--- src/inc/csio_pkg.sv ---
package csio_pkg;
   // ----------------------------------------------------------------
   // clocking
   // ----------------------------------------------------------------
   localparam int unsigned SYS_CLK_HZ = 200_000_000;
   localparam int unsigned MCLK_HZ = 8_000_000;
   localparam int unsigned LOGIC_DIV = 32;
   localparam int unsigned LOGIC_HZ = MCLK_HZ / LOGIC_DIV;
   localparam int unsigned MCLK_DIV = SYS_CLK_HZ / MCLK_HZ;
   // oscillator restart time after wake, least time, rounded up
   localparam int unsigned OSC_START_NS = 1000;
   localparam int unsigned OSC_START_CYC = (OSC_START_NS * (SYS_CLK_HZ / 1_000_000) + 999) / 1000;

   // ----------------------------------------------------------------
   // timers
   // ----------------------------------------------------------------
   localparam int unsigned NUM_TIMERS = 4;
   localparam int unsigned TIMER_MIN_US = 32;
   localparam int unsigned TIMER_MAX_MS = 1960;
   localparam int unsigned TIMER_MIN_TICKS = TIMER_MIN_US * LOGIC_HZ / 1_000_000;
   localparam int unsigned TIMER_MAX_TICKS = TIMER_MAX_MS * (LOGIC_HZ / 1000);
   localparam int unsigned TCNT_W = 19;
   localparam int unsigned STEP_W = 7;

   // ----------------------------------------------------------------
   // pins
   // ----------------------------------------------------------------
   localparam int unsigned NUM_DIN = 2;
   localparam int unsigned NUM_IO = 5;
   localparam int unsigned NUM_MC = 8;
   localparam int unsigned MSEL_W = 3;

   // ----------------------------------------------------------------
   // register map, byte addresses
   // ----------------------------------------------------------------
   localparam logic [5:0] REG_CONFIG = 6'h00;
   localparam logic [5:0] REG_SIGNATURE = 6'h04;
   localparam logic [5:0] REG_MACRO = 6'h08;
   localparam logic [5:0] REG_PINSEL = 6'h0c;
   localparam logic [5:0] REG_TCTRL = 6'h10;
   localparam logic [5:0] REG_TSTAT = 6'h14;
   localparam logic [5:0] REG_TSTEP0 = 6'h18;
   localparam logic [5:0] REG_INPUTS = 6'h28;

   // field positions
   localparam int unsigned CFG_SLEEP_EN = 0;
   localparam int unsigned CFG_SLEEP_SRC = 1;
   localparam int unsigned CFG_IO_DIR = 2;
   localparam int unsigned MAC_SLEEP_REQ = 8;
   localparam int unsigned TST_DONE = 4;
   localparam int unsigned INP_IO = 2;
   localparam int unsigned INP_WAKE = 7;
   localparam int unsigned INP_SLEEP = 8;

   // reset values
   localparam logic [31:0] SIGNATURE_RST = 32'h0000_0000;
   localparam logic [NUM_IO-1:0] IO_DIR_RST = 5'h1f;

   typedef enum logic [1:0] {ST_POR, ST_RUN, ST_SLEEP, ST_WAKE} csio_state_type;
endpackage

--- src/csio_top.sv ---
// Implementation choices: the placing of the registers and the Avalon-MM slave port.
`timescale 1ns/1ps
`default_nettype none

module csio_top
   import csio_pkg::*;
#(
   parameter int unsigned MDIV = MCLK_DIV,
   parameter int unsigned LDIV = LOGIC_DIV,
   parameter int unsigned OSC_CYC = OSC_START_CYC
) (
   input wire logic clk_sys, // system clock, 200 MHz
   input wire logic resetn, // synchronous reset, active low
   input wire logic ce, // clock enable, freezes all state when low
   input wire logic [5:0] avs_address, // byte address
   input wire logic avs_read, // read request
   input wire logic avs_write, // write request
   input wire logic [31:0] avs_writedata, // write data
   input wire logic [3:0] avs_byteenable, // byte lanes of a write
   output logic [31:0] avs_readdata, // read data
   output logic avs_waitrequest, // low for the cycle that completes
   input wire logic wake_sleep_pin, // wake/sleep level pin
   input wire logic [NUM_DIN-1:0] din_pin, // dedicated digital inputs
   input wire logic [NUM_IO-1:0] io_in, // dual-role pin levels
   output logic [NUM_IO-1:0] io_out, // dual-role pin drive value, always low
   output logic [NUM_IO-1:0] io_oe_n, // low while pulling the pin low
   output logic sleep_active, // high while powered down
   output logic mclk_tick, // one-cycle pulse at 8 MHz rate
   output logic logic_tick, // one-cycle pulse at 250 kHz rate
   output logic [NUM_TIMERS-1:0] timer_done // sticky timer expiry flags
);

   // ----------------------------------------------------------------
   // elaboration checks
   // ----------------------------------------------------------------
   // divider counters are five bits wide, the wake counter eight
   if (MDIV < 2 || MDIV > 32) begin
      $error("MDIV out of range");
   end
   if (LDIV < 2 || LDIV > 32) begin
      $error("LDIV out of range");
   end
   if (OSC_CYC < 1 || OSC_CYC > 255) begin
      $error("OSC_CYC out of range");
   end

   localparam logic [4:0] MDIV_LAST = 5'(MDIV - 1);
   localparam logic [4:0] LDIV_LAST = 5'(LDIV - 1);
   localparam logic [7:0] OSC_LAST = 8'(OSC_CYC - 1);

   // ----------------------------------------------------------------
   // state
   // ----------------------------------------------------------------
   typedef struct packed {
      csio_state_type state;
      logic [4:0] mdiv;
      logic [4:0] ldiv;
      logic [7:0] wcnt;
      logic sleep_en;
      logic sleep_src;
      logic [NUM_IO-1:0] io_dir;
      logic [31:0] sig;
      logic [NUM_MC-1:0] mc_out;
      logic sleep_req;
      logic [NUM_IO-1:0][MSEL_W-1:0] pinsel;
      logic [NUM_TIMERS-1:0][STEP_W-1:0] step;
      logic [NUM_TIMERS-1:0][TCNT_W-1:0] tcnt;
      logic [NUM_TIMERS-1:0] trun;
      logic [NUM_TIMERS-1:0] tdone;
      logic [NUM_DIN-1:0] din_s1;
      logic [NUM_DIN-1:0] din_s2;
      logic [NUM_IO-1:0] io_s1;
      logic [NUM_IO-1:0] io_s2;
      logic wk_s1;
      logic wk_s2;
      logic [NUM_IO-1:0] oe_n;
      logic [NUM_IO-1:0] lvl;
      logic sleep;
      logic mtick;
      logic ltick;
      logic waitreq;
      logic [31:0] rdata;
   } csio_regs_type;

   csio_regs_type st_ff;
   csio_regs_type nxt_st;

   // ----------------------------------------------------------------
   // helpers
   // ----------------------------------------------------------------
   // merge written byte lanes into an old word
   function automatic logic [31:0] be_merge(input logic [31:0] old_v, input logic [31:0] new_v,
                                            input logic [3:0] be);
      logic [31:0] r;
      r = old_v;
      for (int b = 0; b < 4; b++) begin
         if (be[b]) begin
            r[8*b +: 8] = new_v[8*b +: 8];
         end
      end
      return r;
   endfunction

   // step code to logic ticks: (mant+1)*min << 2*exp, clamped to the top
   function automatic logic [TCNT_W-1:0] timer_ticks(input logic [STEP_W-1:0] s);
      logic [31:0] t;
      t = 32'((32'(s[3:0]) + 32'd1) * TIMER_MIN_TICKS) << (2 * s[6:4]);
      if (t > TIMER_MAX_TICKS) begin
         t = TIMER_MAX_TICKS;
      end
      return TCNT_W'(t);
   endfunction

   // power-on values of everything that is lost in sleep
   // bus, configuration and the wake synchroniser are kept on purpose
   function automatic csio_regs_type clear_volatile(input csio_regs_type s);
      csio_regs_type r;
      r = s;
      r.mdiv = '0;
      r.ldiv = '0;
      r.mc_out = '0;
      r.sleep_req = 1'b1;
      r.tcnt = '0;
      r.trun = '0;
      r.tdone = '0;
      r.din_s1 = '0;
      r.din_s2 = '0;
      r.io_s1 = '0;
      r.io_s2 = '0;
      r.mtick = 1'b0;
      r.ltick = 1'b0;
      return r;
   endfunction

   // ----------------------------------------------------------------
   // next-state logic
   // ----------------------------------------------------------------
   always_comb begin
      logic sleep_cond;
      logic req;
      logic take;
      logic mt;
      logic lt;
      logic [NUM_TIMERS-1:0] tstart;
      logic [NUM_TIMERS-1:0] tclr;
      logic [NUM_TIMERS-1:0] texp;
      logic [31:0] rd;
      sleep_cond = 1'b0;
      req = 1'b0;
      take = 1'b0;
      mt = 1'b0;
      lt = 1'b0;
      tstart = '0;
      tclr = '0;
      texp = '0;
      rd = '0;
      nxt_st = st_ff;

      // sleep condition; request is active low, pin high always wins
      sleep_cond = st_ff.sleep_en && !wake_sleep_pin
                   && (!st_ff.sleep_src || !st_ff.sleep_req);

      // bus handshake: one wait cycle, completion when waitrequest is low
      // a request seen while ce is low is answered once ce returns
      req = avs_read || avs_write;
      take = req && !st_ff.waitreq;
      nxt_st.waitreq = !(req && st_ff.waitreq);

      // register writes land on the completing edge only
      if (take && avs_write) begin
         case (avs_address)
            REG_CONFIG: begin
               // configuration store, loaded by the programming host
               nxt_st.sleep_en = avs_byteenable[0] ? avs_writedata[CFG_SLEEP_EN]
                                                  : st_ff.sleep_en;
               nxt_st.sleep_src = avs_byteenable[0] ? avs_writedata[CFG_SLEEP_SRC]
                                                   : st_ff.sleep_src;
               nxt_st.io_dir = avs_byteenable[0] ? avs_writedata[CFG_IO_DIR +: NUM_IO]
                                                : st_ff.io_dir;
            end
            REG_SIGNATURE: begin
               nxt_st.sig = be_merge(st_ff.sig, avs_writedata, avs_byteenable);
            end
            REG_MACRO: begin
               {nxt_st.sleep_req, nxt_st.mc_out} =
                  9'(be_merge({23'h0, st_ff.sleep_req, st_ff.mc_out}, avs_writedata,
                              avs_byteenable));
            end
            REG_PINSEL: begin
               nxt_st.pinsel = 15'(be_merge({17'h0, st_ff.pinsel}, avs_writedata,
                                            avs_byteenable));
            end
            REG_TCTRL: begin
               tstart = avs_byteenable[0] ? avs_writedata[NUM_TIMERS-1:0] : '0;
            end
            REG_TSTAT: begin
               tclr = avs_byteenable[0] ? avs_writedata[TST_DONE +: NUM_TIMERS] : '0;
            end
            REG_TSTEP0, REG_TSTEP0 + 6'h04, REG_TSTEP0 + 6'h08, REG_TSTEP0 + 6'h0c: begin
               if (avs_byteenable[0]) begin
                  nxt_st.step[2'(6'(avs_address - REG_TSTEP0) >> 2)] = avs_writedata[STEP_W-1:0];
               end
            end
            default: begin
               // unmapped and read-only words ignore writes
            end
         endcase
      end

      // read data prepared with the edge that drops waitrequest
      case (avs_address)
         REG_CONFIG: rd = 32'({st_ff.io_dir, st_ff.sleep_src, st_ff.sleep_en});
         REG_SIGNATURE: rd = st_ff.sig;
         REG_MACRO: rd = 32'({st_ff.sleep_req, st_ff.mc_out});
         REG_PINSEL: rd = 32'(st_ff.pinsel);
         REG_TSTAT: rd = 32'({st_ff.tdone, st_ff.trun});
         REG_TSTEP0: rd = 32'(st_ff.step[0]);
         REG_TSTEP0 + 6'h04: rd = 32'(st_ff.step[1]);
         REG_TSTEP0 + 6'h08: rd = 32'(st_ff.step[2]);
         REG_TSTEP0 + 6'h0c: rd = 32'(st_ff.step[3]);
         REG_INPUTS: rd = 32'({st_ff.sleep, st_ff.wk_s2, st_ff.io_s2, st_ff.din_s2});
         default: rd = 32'h0000_0000;
      endcase
      // readdata then stands until the next read, so a slow master still sees it
      if (avs_read && st_ff.waitreq) begin
         nxt_st.rdata = rd;
      end

      // clock dividers: master tick from the system clock, logic tick from that
      if (st_ff.state == ST_RUN) begin
         mt = (st_ff.mdiv == MDIV_LAST);
         nxt_st.mdiv = mt ? 5'h00 : 5'(st_ff.mdiv + 5'h01);
         if (mt) begin
            lt = (st_ff.ldiv == LDIV_LAST);
            nxt_st.ldiv = lt ? 5'h00 : 5'(st_ff.ldiv + 5'h01);
         end
      end
      nxt_st.mtick = mt; // also paces monitor sampling outside
      nxt_st.ltick = lt; // common tick for macrocell state

      // input registers: two stages, each on the master tick
      // the first stage is read only by the second, never by the logic
      if (mt) begin
         nxt_st.din_s1 = din_pin;
         nxt_st.din_s2 = st_ff.din_s1;
         nxt_st.io_s1 = io_in & st_ff.io_dir;
         nxt_st.io_s2 = st_ff.io_s1;
      end
      // wake pin keeps its own path since it is watched while asleep
      nxt_st.wk_s1 = wake_sleep_pin;
      nxt_st.wk_s2 = st_ff.wk_s1;

      // timers count logic ticks; start restarts, set beats clear
      for (int i = 0; i < NUM_TIMERS; i++) begin
         // a start on the expiry edge wins: the timer reloads, no done flag
         if (tstart[i]) begin
            nxt_st.tcnt[i] = timer_ticks(st_ff.step[i]);
            nxt_st.trun[i] = 1'b1;
         end else if (st_ff.trun[i] && lt) begin
            nxt_st.tcnt[i] = TCNT_W'(st_ff.tcnt[i] - 1'b1);
            if (st_ff.tcnt[i] == TCNT_W'(1)) begin
               nxt_st.trun[i] = 1'b0;
               texp[i] = 1'b1;
            end
         end
      end
      nxt_st.tdone = (st_ff.tdone & ~tclr) | texp;

      // open-drain drivers: pull low only in output mode while awake
      for (int p = 0; p < NUM_IO; p++) begin
         nxt_st.oe_n[p] = st_ff.io_dir[p]
                          || st_ff.mc_out[st_ff.pinsel[p]]
                          || st_ff.state != ST_RUN;
      end
      nxt_st.lvl = '0;

      // power sequencing
      case (st_ff.state)
         ST_POR: begin
            // decide before any logic runs
            nxt_st.state = sleep_cond ? ST_SLEEP : ST_RUN;
            nxt_st = clear_volatile(nxt_st);
         end
         ST_RUN: begin
            if (sleep_cond) begin
               // logic state is lost from the entry edge on, so pins are released
               // and the ticks stop in the same cycle that sleep_active rises
               nxt_st.state = ST_SLEEP;
               nxt_st = clear_volatile(nxt_st);
               nxt_st.oe_n = '1;
            end
         end
         ST_SLEEP: begin
            // oscillator stopped; only the wake pin is watched
            nxt_st = clear_volatile(nxt_st);
            nxt_st.oe_n = '1;
            nxt_st.wcnt = 8'h00;
            if (wake_sleep_pin) begin
               nxt_st.state = ST_WAKE;
            end
         end
         ST_WAKE: begin
            // internal reset held until the oscillator has restarted
            // a pin that drops again meanwhile sends POR straight back to sleep when sleep_src is 0
            nxt_st = clear_volatile(nxt_st);
            nxt_st.oe_n = '1;
            nxt_st.wcnt = 8'(st_ff.wcnt + 8'h01);
            if (st_ff.wcnt == OSC_LAST) begin
               nxt_st.state = ST_POR;
            end
         end
         default: begin
            nxt_st.state = ST_POR;
         end
      endcase
      nxt_st.sleep = (nxt_st.state == ST_SLEEP);
   end

   // ----------------------------------------------------------------
   // registers
   // ----------------------------------------------------------------
   // configuration survives sleep; only resetn returns it to defaults
   // ce low freezes a bus answer in flight as well; the master just waits longer
   always_ff @(posedge clk_sys) begin
      if (!resetn) begin
         st_ff <= '0;
         st_ff.state <= ST_POR;
         st_ff.io_dir <= IO_DIR_RST;
         st_ff.sig <= SIGNATURE_RST;
         st_ff.sleep_req <= 1'b1;
         st_ff.oe_n <= '1;
         st_ff.waitreq <= 1'b1;
      end else if (ce) begin
         st_ff <= nxt_st;
      end
   end

   // ----------------------------------------------------------------
   // outputs
   // ----------------------------------------------------------------
   assign avs_readdata = st_ff.rdata;
   assign avs_waitrequest = st_ff.waitreq;
   // open-drain value: the pin is only ever pulled low, never driven high
   assign io_out = st_ff.lvl;
   assign io_oe_n = st_ff.oe_n;
   assign sleep_active = st_ff.sleep;
   assign mclk_tick = st_ff.mtick;
   assign logic_tick = st_ff.ltick;
   assign timer_done = st_ff.tdone;

endmodule
`default_nettype wire

--- config.mk ---
export PLATFORM = sky130hd
export DESIGN_NAME = csio_top
export DESIGN_NICKNAME = d
export VERILOG_FILES = /design/src/inc/csio_pkg.sv /design/src/csio_top.sv
export SDC_FILE = /design/constraint.sdc
export NUM_CORES = 1
export LEC_CHECK = 0
export ABC_AREA = 1
export ABC_CLOCK_PERIOD_IN_PS = 2500
export BUFFER_PORTS_ARGS = -buffer_cell sky130_fd_sc_hd__buf_4
export CORE_ASPECT_RATIO = 1.1
export CORE_MARGIN = 4
export CORE_UTILIZATION = 60
export CTS_BUF_LIST = sky130_fd_sc_hd__clkbuf_4 sky130_fd_sc_hd__clkbuf_8 sky130_fd_sc_hd__clkbuf_16
export DETAILED_ROUTE_END_ITERATION = 8
export GPL_ROUTABILITY_DRIVEN = 0
export PLACE_DENSITY_LB_ADDON = 0.3
export SLEW_MARGIN = 10
export SYNTH_ARGS = -nofsm -noshare
export SYNTH_HDL_FRONTEND = slang
export SYNTH_SLANG_ARGS = --single-unit
export TNS_END_PERCENT = 30
--- constraint.sdc ---
create_clock -name clk_sys -period 2.5 [get_ports clk_sys]
set_input_delay 0.125 -clock clk_sys [delete_from_list [all_inputs] [get_ports clk_sys]]
set_output_delay 0.125 -clock clk_sys [all_outputs]
set_load 0.1 [all_outputs]
==> flow_summary.rst <==
.. list-table::
   :header-rows: 1

   * - Metric
     - Value
   * - Status
     - finished, final reports clean
   * - Required time of the critical path
     - 2.97 ns
   * - Most frequent cells in the layout
     - sky130_fd_sc_hd__nand2_1, sky130_fd_sc_hd__a21oi_1, sky130_fd_sc_hd__dfxtp_1
   * - Unique cell type count in the Yosys netlist
     - between 40 and 50
   * - Worst path top cell family by delay
     - simple AND/OR/NAND/NOR gates
   * - Clock skew
     - 0.0165 ns
   * - Final cell count without fillers
     - 2,606
   * - Parity-gate share of the synthesized area counting xor and xnor cells
     - 0.0164
   * - Root Buffer Master
     - sky130_fd_sc_hd__clkbuf_16
   * - Post-route setup slack
     - 0.203 ns
   * - First DRT Iteration DRCs
     - 1,751
   * - Die height
     - 171 µm
   * - Worst path depth
     - 12
   * - Netlist area before placement
     - 0.0144 mm²
   * - PnR Total Power
     - 9.79 mW
   * - Top Metal Used
     - met4
   * - Slew at the pin closest to its max-slew limit
     - 0.698 ns
   * - Total of buffers placed on input and output ports
     - between 90 and 100
   * - Startpoint class of the critical path
     - flip-flop
   * - Sum of net half-perimeters after detailed placement
     - 30,000 µm
   * - Wire length on met2
     - 20,400 µm
   * - Synth Area in Adders
     - 0.0147
   * - Drc violations
     - 0
   * - Detail-routed via count per cell
     - 5.96
   * - Setup slack at placement
     - 0.244 ns
   * - First-pass iteration count of the detailed router
     - 8
   * - Maximum cell stage delay along the critical path
     - 0.38 ns
   * - Post-route design area
     - between 0.015 and 0.02 mm²
   * - Later-pin clock latency in the skew report
     - between 0.5 and 0.6 ns
   * - Overall die width
     - 156 µm
   * - Routed wl met3
     - 3890 µm
   * - Leakage Power
     - ~6.7 nW
   * - Critical path endpoint category
     - flip-flop
   * - Layout cells sized above 1
     - 0.101
   * - Synth top area cells
     - sky130_fd_sc_hd__dfxtp_1, sky130_fd_sc_hd__nand2_1, sky130_fd_sc_hd__a21oi_1, sky130_fd_sc_hd__o21ai_0, sky130_fd_sc_hd__nand3_1
   * - Placed instance area
     - 0.0151 mm²
   * - Highest clock rate
     - about 440 MHz
   * - GRT overflow
     - 0
   * - Maximum number of pins on one net before global-route repair
     - 62
   * - Areal power density over the cells
     - 597 mW/mm²
   * - Maximum fanout count along the critical path
     - 18
   * - Share of synthesized area spent on multiplexers
     - 0
   * - Count of final setup violators
     - 0
   * - Maximum buffer depth of the clock tree
     - 3
   * - Sink Count
     - 252
   * - Async SR Flop Fraction
     - 0
   * - Drt wl/cell
     - 16.7 µm
   * - Final Hold Viols
     - 0
   * - Number of flops mapped to enable cells by yosys
     - 0
   * - Worst-case reg-to-reg path depth
     - 12
   * - Worst voltage drop across the vdd grid
     - 0.000545 V
   * - Worst slew margin relative to its limit
     - 0.535
   * - Area fraction in compound gates after synthesis
     - 0.213
   * - Area inside the core boundary
     - 0.0237 mm²
   * - Fin Hold WS
     - 0.0331 ns
   * - Antenna violations before repair
     - 0
   * - Number of top-level pins
     - roughly 110
   * - Type of the most critical hold path
     - in -> reg
   * - Starting density of the core
     - 0.609
   * - Critical path type
     - reg -> reg
   * - Most instantiated flip-flop cell in the synthesis netlist
     - sky130_fd_sc_hd__dfxtp_1
   * - Core utilization of the finished layout
     - 0.692
   * - Sequential cell area
     - 0.00504 mm²
   * - Number of levels the H-tree was split into
     - 1
   * - First-pass GRT wire length
     - 70,700 µm
   * - Setup repair after global routing missed its margin
     - false
   * - Number of post-CTS setup repair buffers
     - 0
   * - Routed wire length
     - 43,500 µm
   * - Simple logic cell fraction of the synthesized area
     - 0.297
   * - Area share of the largest cell type after synthesis
     - 0.349
   * - Leading area contributor after synthesis
     - sky130_fd_sc_hd__dfxtp_1
   * - Final critical-path share of the clock period
     - 0.919
   * - Total of warnings raised by yosys
     - 0
   * - Number of nets in the finished design
     - 2,354
   * - Vias
     - roughly 16,000
   * - DRT antenna net count
     - 0
   * - Filler Cells Inserted
     - 1,958
   * - CP max-delay cell
     - sky130_fd_sc_hd__dfxtp_1
   * - Dominant combinational cell family by area after synthesis
     - simple AND/OR/NAND/NOR gates
   * - Row Count
     - 59
   * - Final count of pins violating max slew
     - 0
   * - Number of global-route vias before repair
     - 14,600
   * - Fin Setup TNS
     - 0 ns
   * - Sequential element share of the synthesized area
     - 0.349
   * - Depth of the worst hold-timing path
     - 4
   * - Worst path cell trace
     - inv_1 -> nor2_2 -> inv_2 -> nor2_8 -> inv_4 -> nor2_8 -> inv_2 -> nor2_4 -> inv_2 -> a21oi_1 -> nand2_1 -> a21oi_1
   * - Clock-pin transition on the worst setup and hold timing paths
     - 0.06 ns
   * - Total GRT Usage
     - 0.317
   * - Number of antenna cells inserted
     - 0
   * - Number of buffers inserted during clock tree synthesis
     - 27
   * - Number of storage elements in the synthesis netlist
     - around 250
   * - Buffering stage count on the worst path with inverters included
     - 5
   * - Min cycle time layout
     - 2.30 ns
   * - Avg Synthesized Cell Area
     - 6.54 µm²
   * - Instance count after placement with tap cells included
     - around 2,500
   * - Critical path data arrival time
     - 2.77 ns
   * - Area of the multi-input gates
     - 0.00783 mm²
   * - Wl on met1
     - 17,000 µm
   * - Most frequent cell on the critical path
     - sky130_fd_sc_hd__inv_2
   * - Layout overhead on the synthesized area
     - 13.6%
   * - Number of instances in the synthesized netlist
     - 2,208
   * - Count of max-cap constraint violations
     - 0
   * - CTS tree
     - yes
   * - Most common cell after layout, fill and taps aside
     - sky130_fd_sc_hd__nand2_1
   * - Die area
     - 0.0266 mm²
## cells by family (layout without fill, tap and decap cells)
logic type                 Yosys count  count (layout)
and+or+nand+nor                    975             975
adders and majority gates           17              17
buffers and inverters              359             448
DFF                                252             252
xor gates and xnor gates            27              27
other                                1               5
AOI/OAI and AO/OA                  577             577
## power by group
| group | switching [mW] | leakage (nW) | total [mW] | internal (mW) |
|---|---|---|---|---|
| logic | 1.11 | 4.21 | 1.66 | 0.553 |
| registers | 0.101 | 2.04 | 4.22 | 4.12 |
| clock network | 1.70 | 0.427 | 3.91 | 2.21 |
| total | 2.92 | 6.68 | 9.79 | 6.88 |
## worst reg2reg max path, stage by stage (launching register included)
cell and delay [ns]:
sky130_fd_sc_hd__dfxtp_1 0.38, sky130_fd_sc_hd__inv_1 0.08, sky130_fd_sc_hd__nor2_2 0.15, sky130_fd_sc_hd__inv_2 0.08, sky130_fd_sc_hd__nor2_8 0.31, sky130_fd_sc_hd__inv_4 0.15, sky130_fd_sc_hd__nor2_8 0.19, sky130_fd_sc_hd__inv_2 0.14
sky130_fd_sc_hd__nor2_4 0.36, sky130_fd_sc_hd__inv_2 0.08, sky130_fd_sc_hd__a21oi_1 0.12, sky130_fd_sc_hd__nand2_1 0.06, sky130_fd_sc_hd__a21oi_1 0.10
## cell type report
class	instances	share of cell area
sequential	252	0.308
clock inverter	9	0.00397
timing repair buffer	172	0.0865
clock buffer	39	0.0482
inverter	228	0.0527
tap	305	0.0233
multi-input combinational	1601	0.478
## cells in the mapped netlist, types with 3 or more instances
master	instances
sky130_fd_sc_hd__a211oi_1	9
sky130_fd_sc_hd__dfxtp_1	252
sky130_fd_sc_hd__a21oi_1	254
sky130_fd_sc_hd__xnor2_1	5
sky130_fd_sc_hd__inv_1	203
sky130_fd_sc_hd__nor2_4	10
sky130_fd_sc_hd__or2_2	5
sky130_fd_sc_hd__a22oi_1	7
sky130_fd_sc_hd__nor3b_1	4
sky130_fd_sc_hd__nor2_1	233
sky130_fd_sc_hd__inv_2	14
sky130_fd_sc_hd__nand3b_1	14
sky130_fd_sc_hd__inv_4	3
sky130_fd_sc_hd__o21ai_1	3
sky130_fd_sc_hd__nor2_2	5
sky130_fd_sc_hd__clkinv_1	8
sky130_fd_sc_hd__nand3_1	210
sky130_fd_sc_hd__buf_4	54
sky130_fd_sc_hd__o211ai_1	15
sky130_fd_sc_hd__nor3_1	22
sky130_fd_sc_hd__nand2_2	8
sky130_fd_sc_hd__nand4_1	31
sky130_fd_sc_hd__o21ai_0	229
sky130_fd_sc_hd__clkbuf_1	54
sky130_fd_sc_hd__xor2_1	22
sky130_fd_sc_hd__ha_1	17
sky130_fd_sc_hd__nand2_1	425
sky130_fd_sc_hd__a31oi_1	11
sky130_fd_sc_hd__o22ai_1	36
sky130_fd_sc_hd__buf_2	21
## metal layers
layer / track usage / up-vias
li1: - / 7503
met1: 0.395 / 7022
met2: 0.536 / 823
met3: 0.0514 / 180
met4: 0.149 / 0
met5: 0 / -
## path summary, 6_finish.rpt
| path | start | end | slack, ns |
|---|---|---|---|
| max | st_ff[255] | st_ff[112] | 0.20 |
| min | avs_byteenable[3] | st_ff[223] | 0.03 |
| max reg2reg | st_ff[255] | st_ff[112] | 0.20 |
| min reg2reg | st_ff[211] | st_ff[211] | 0.46 |
## what timing repair did
action,4_1_cts,5_1_grt
hold endpoints to repair,73,0
setup endpoints to repair,0,7
hold buffers,46,0
gates resized for setup,0,3
(Power assumes the default switching activity.)
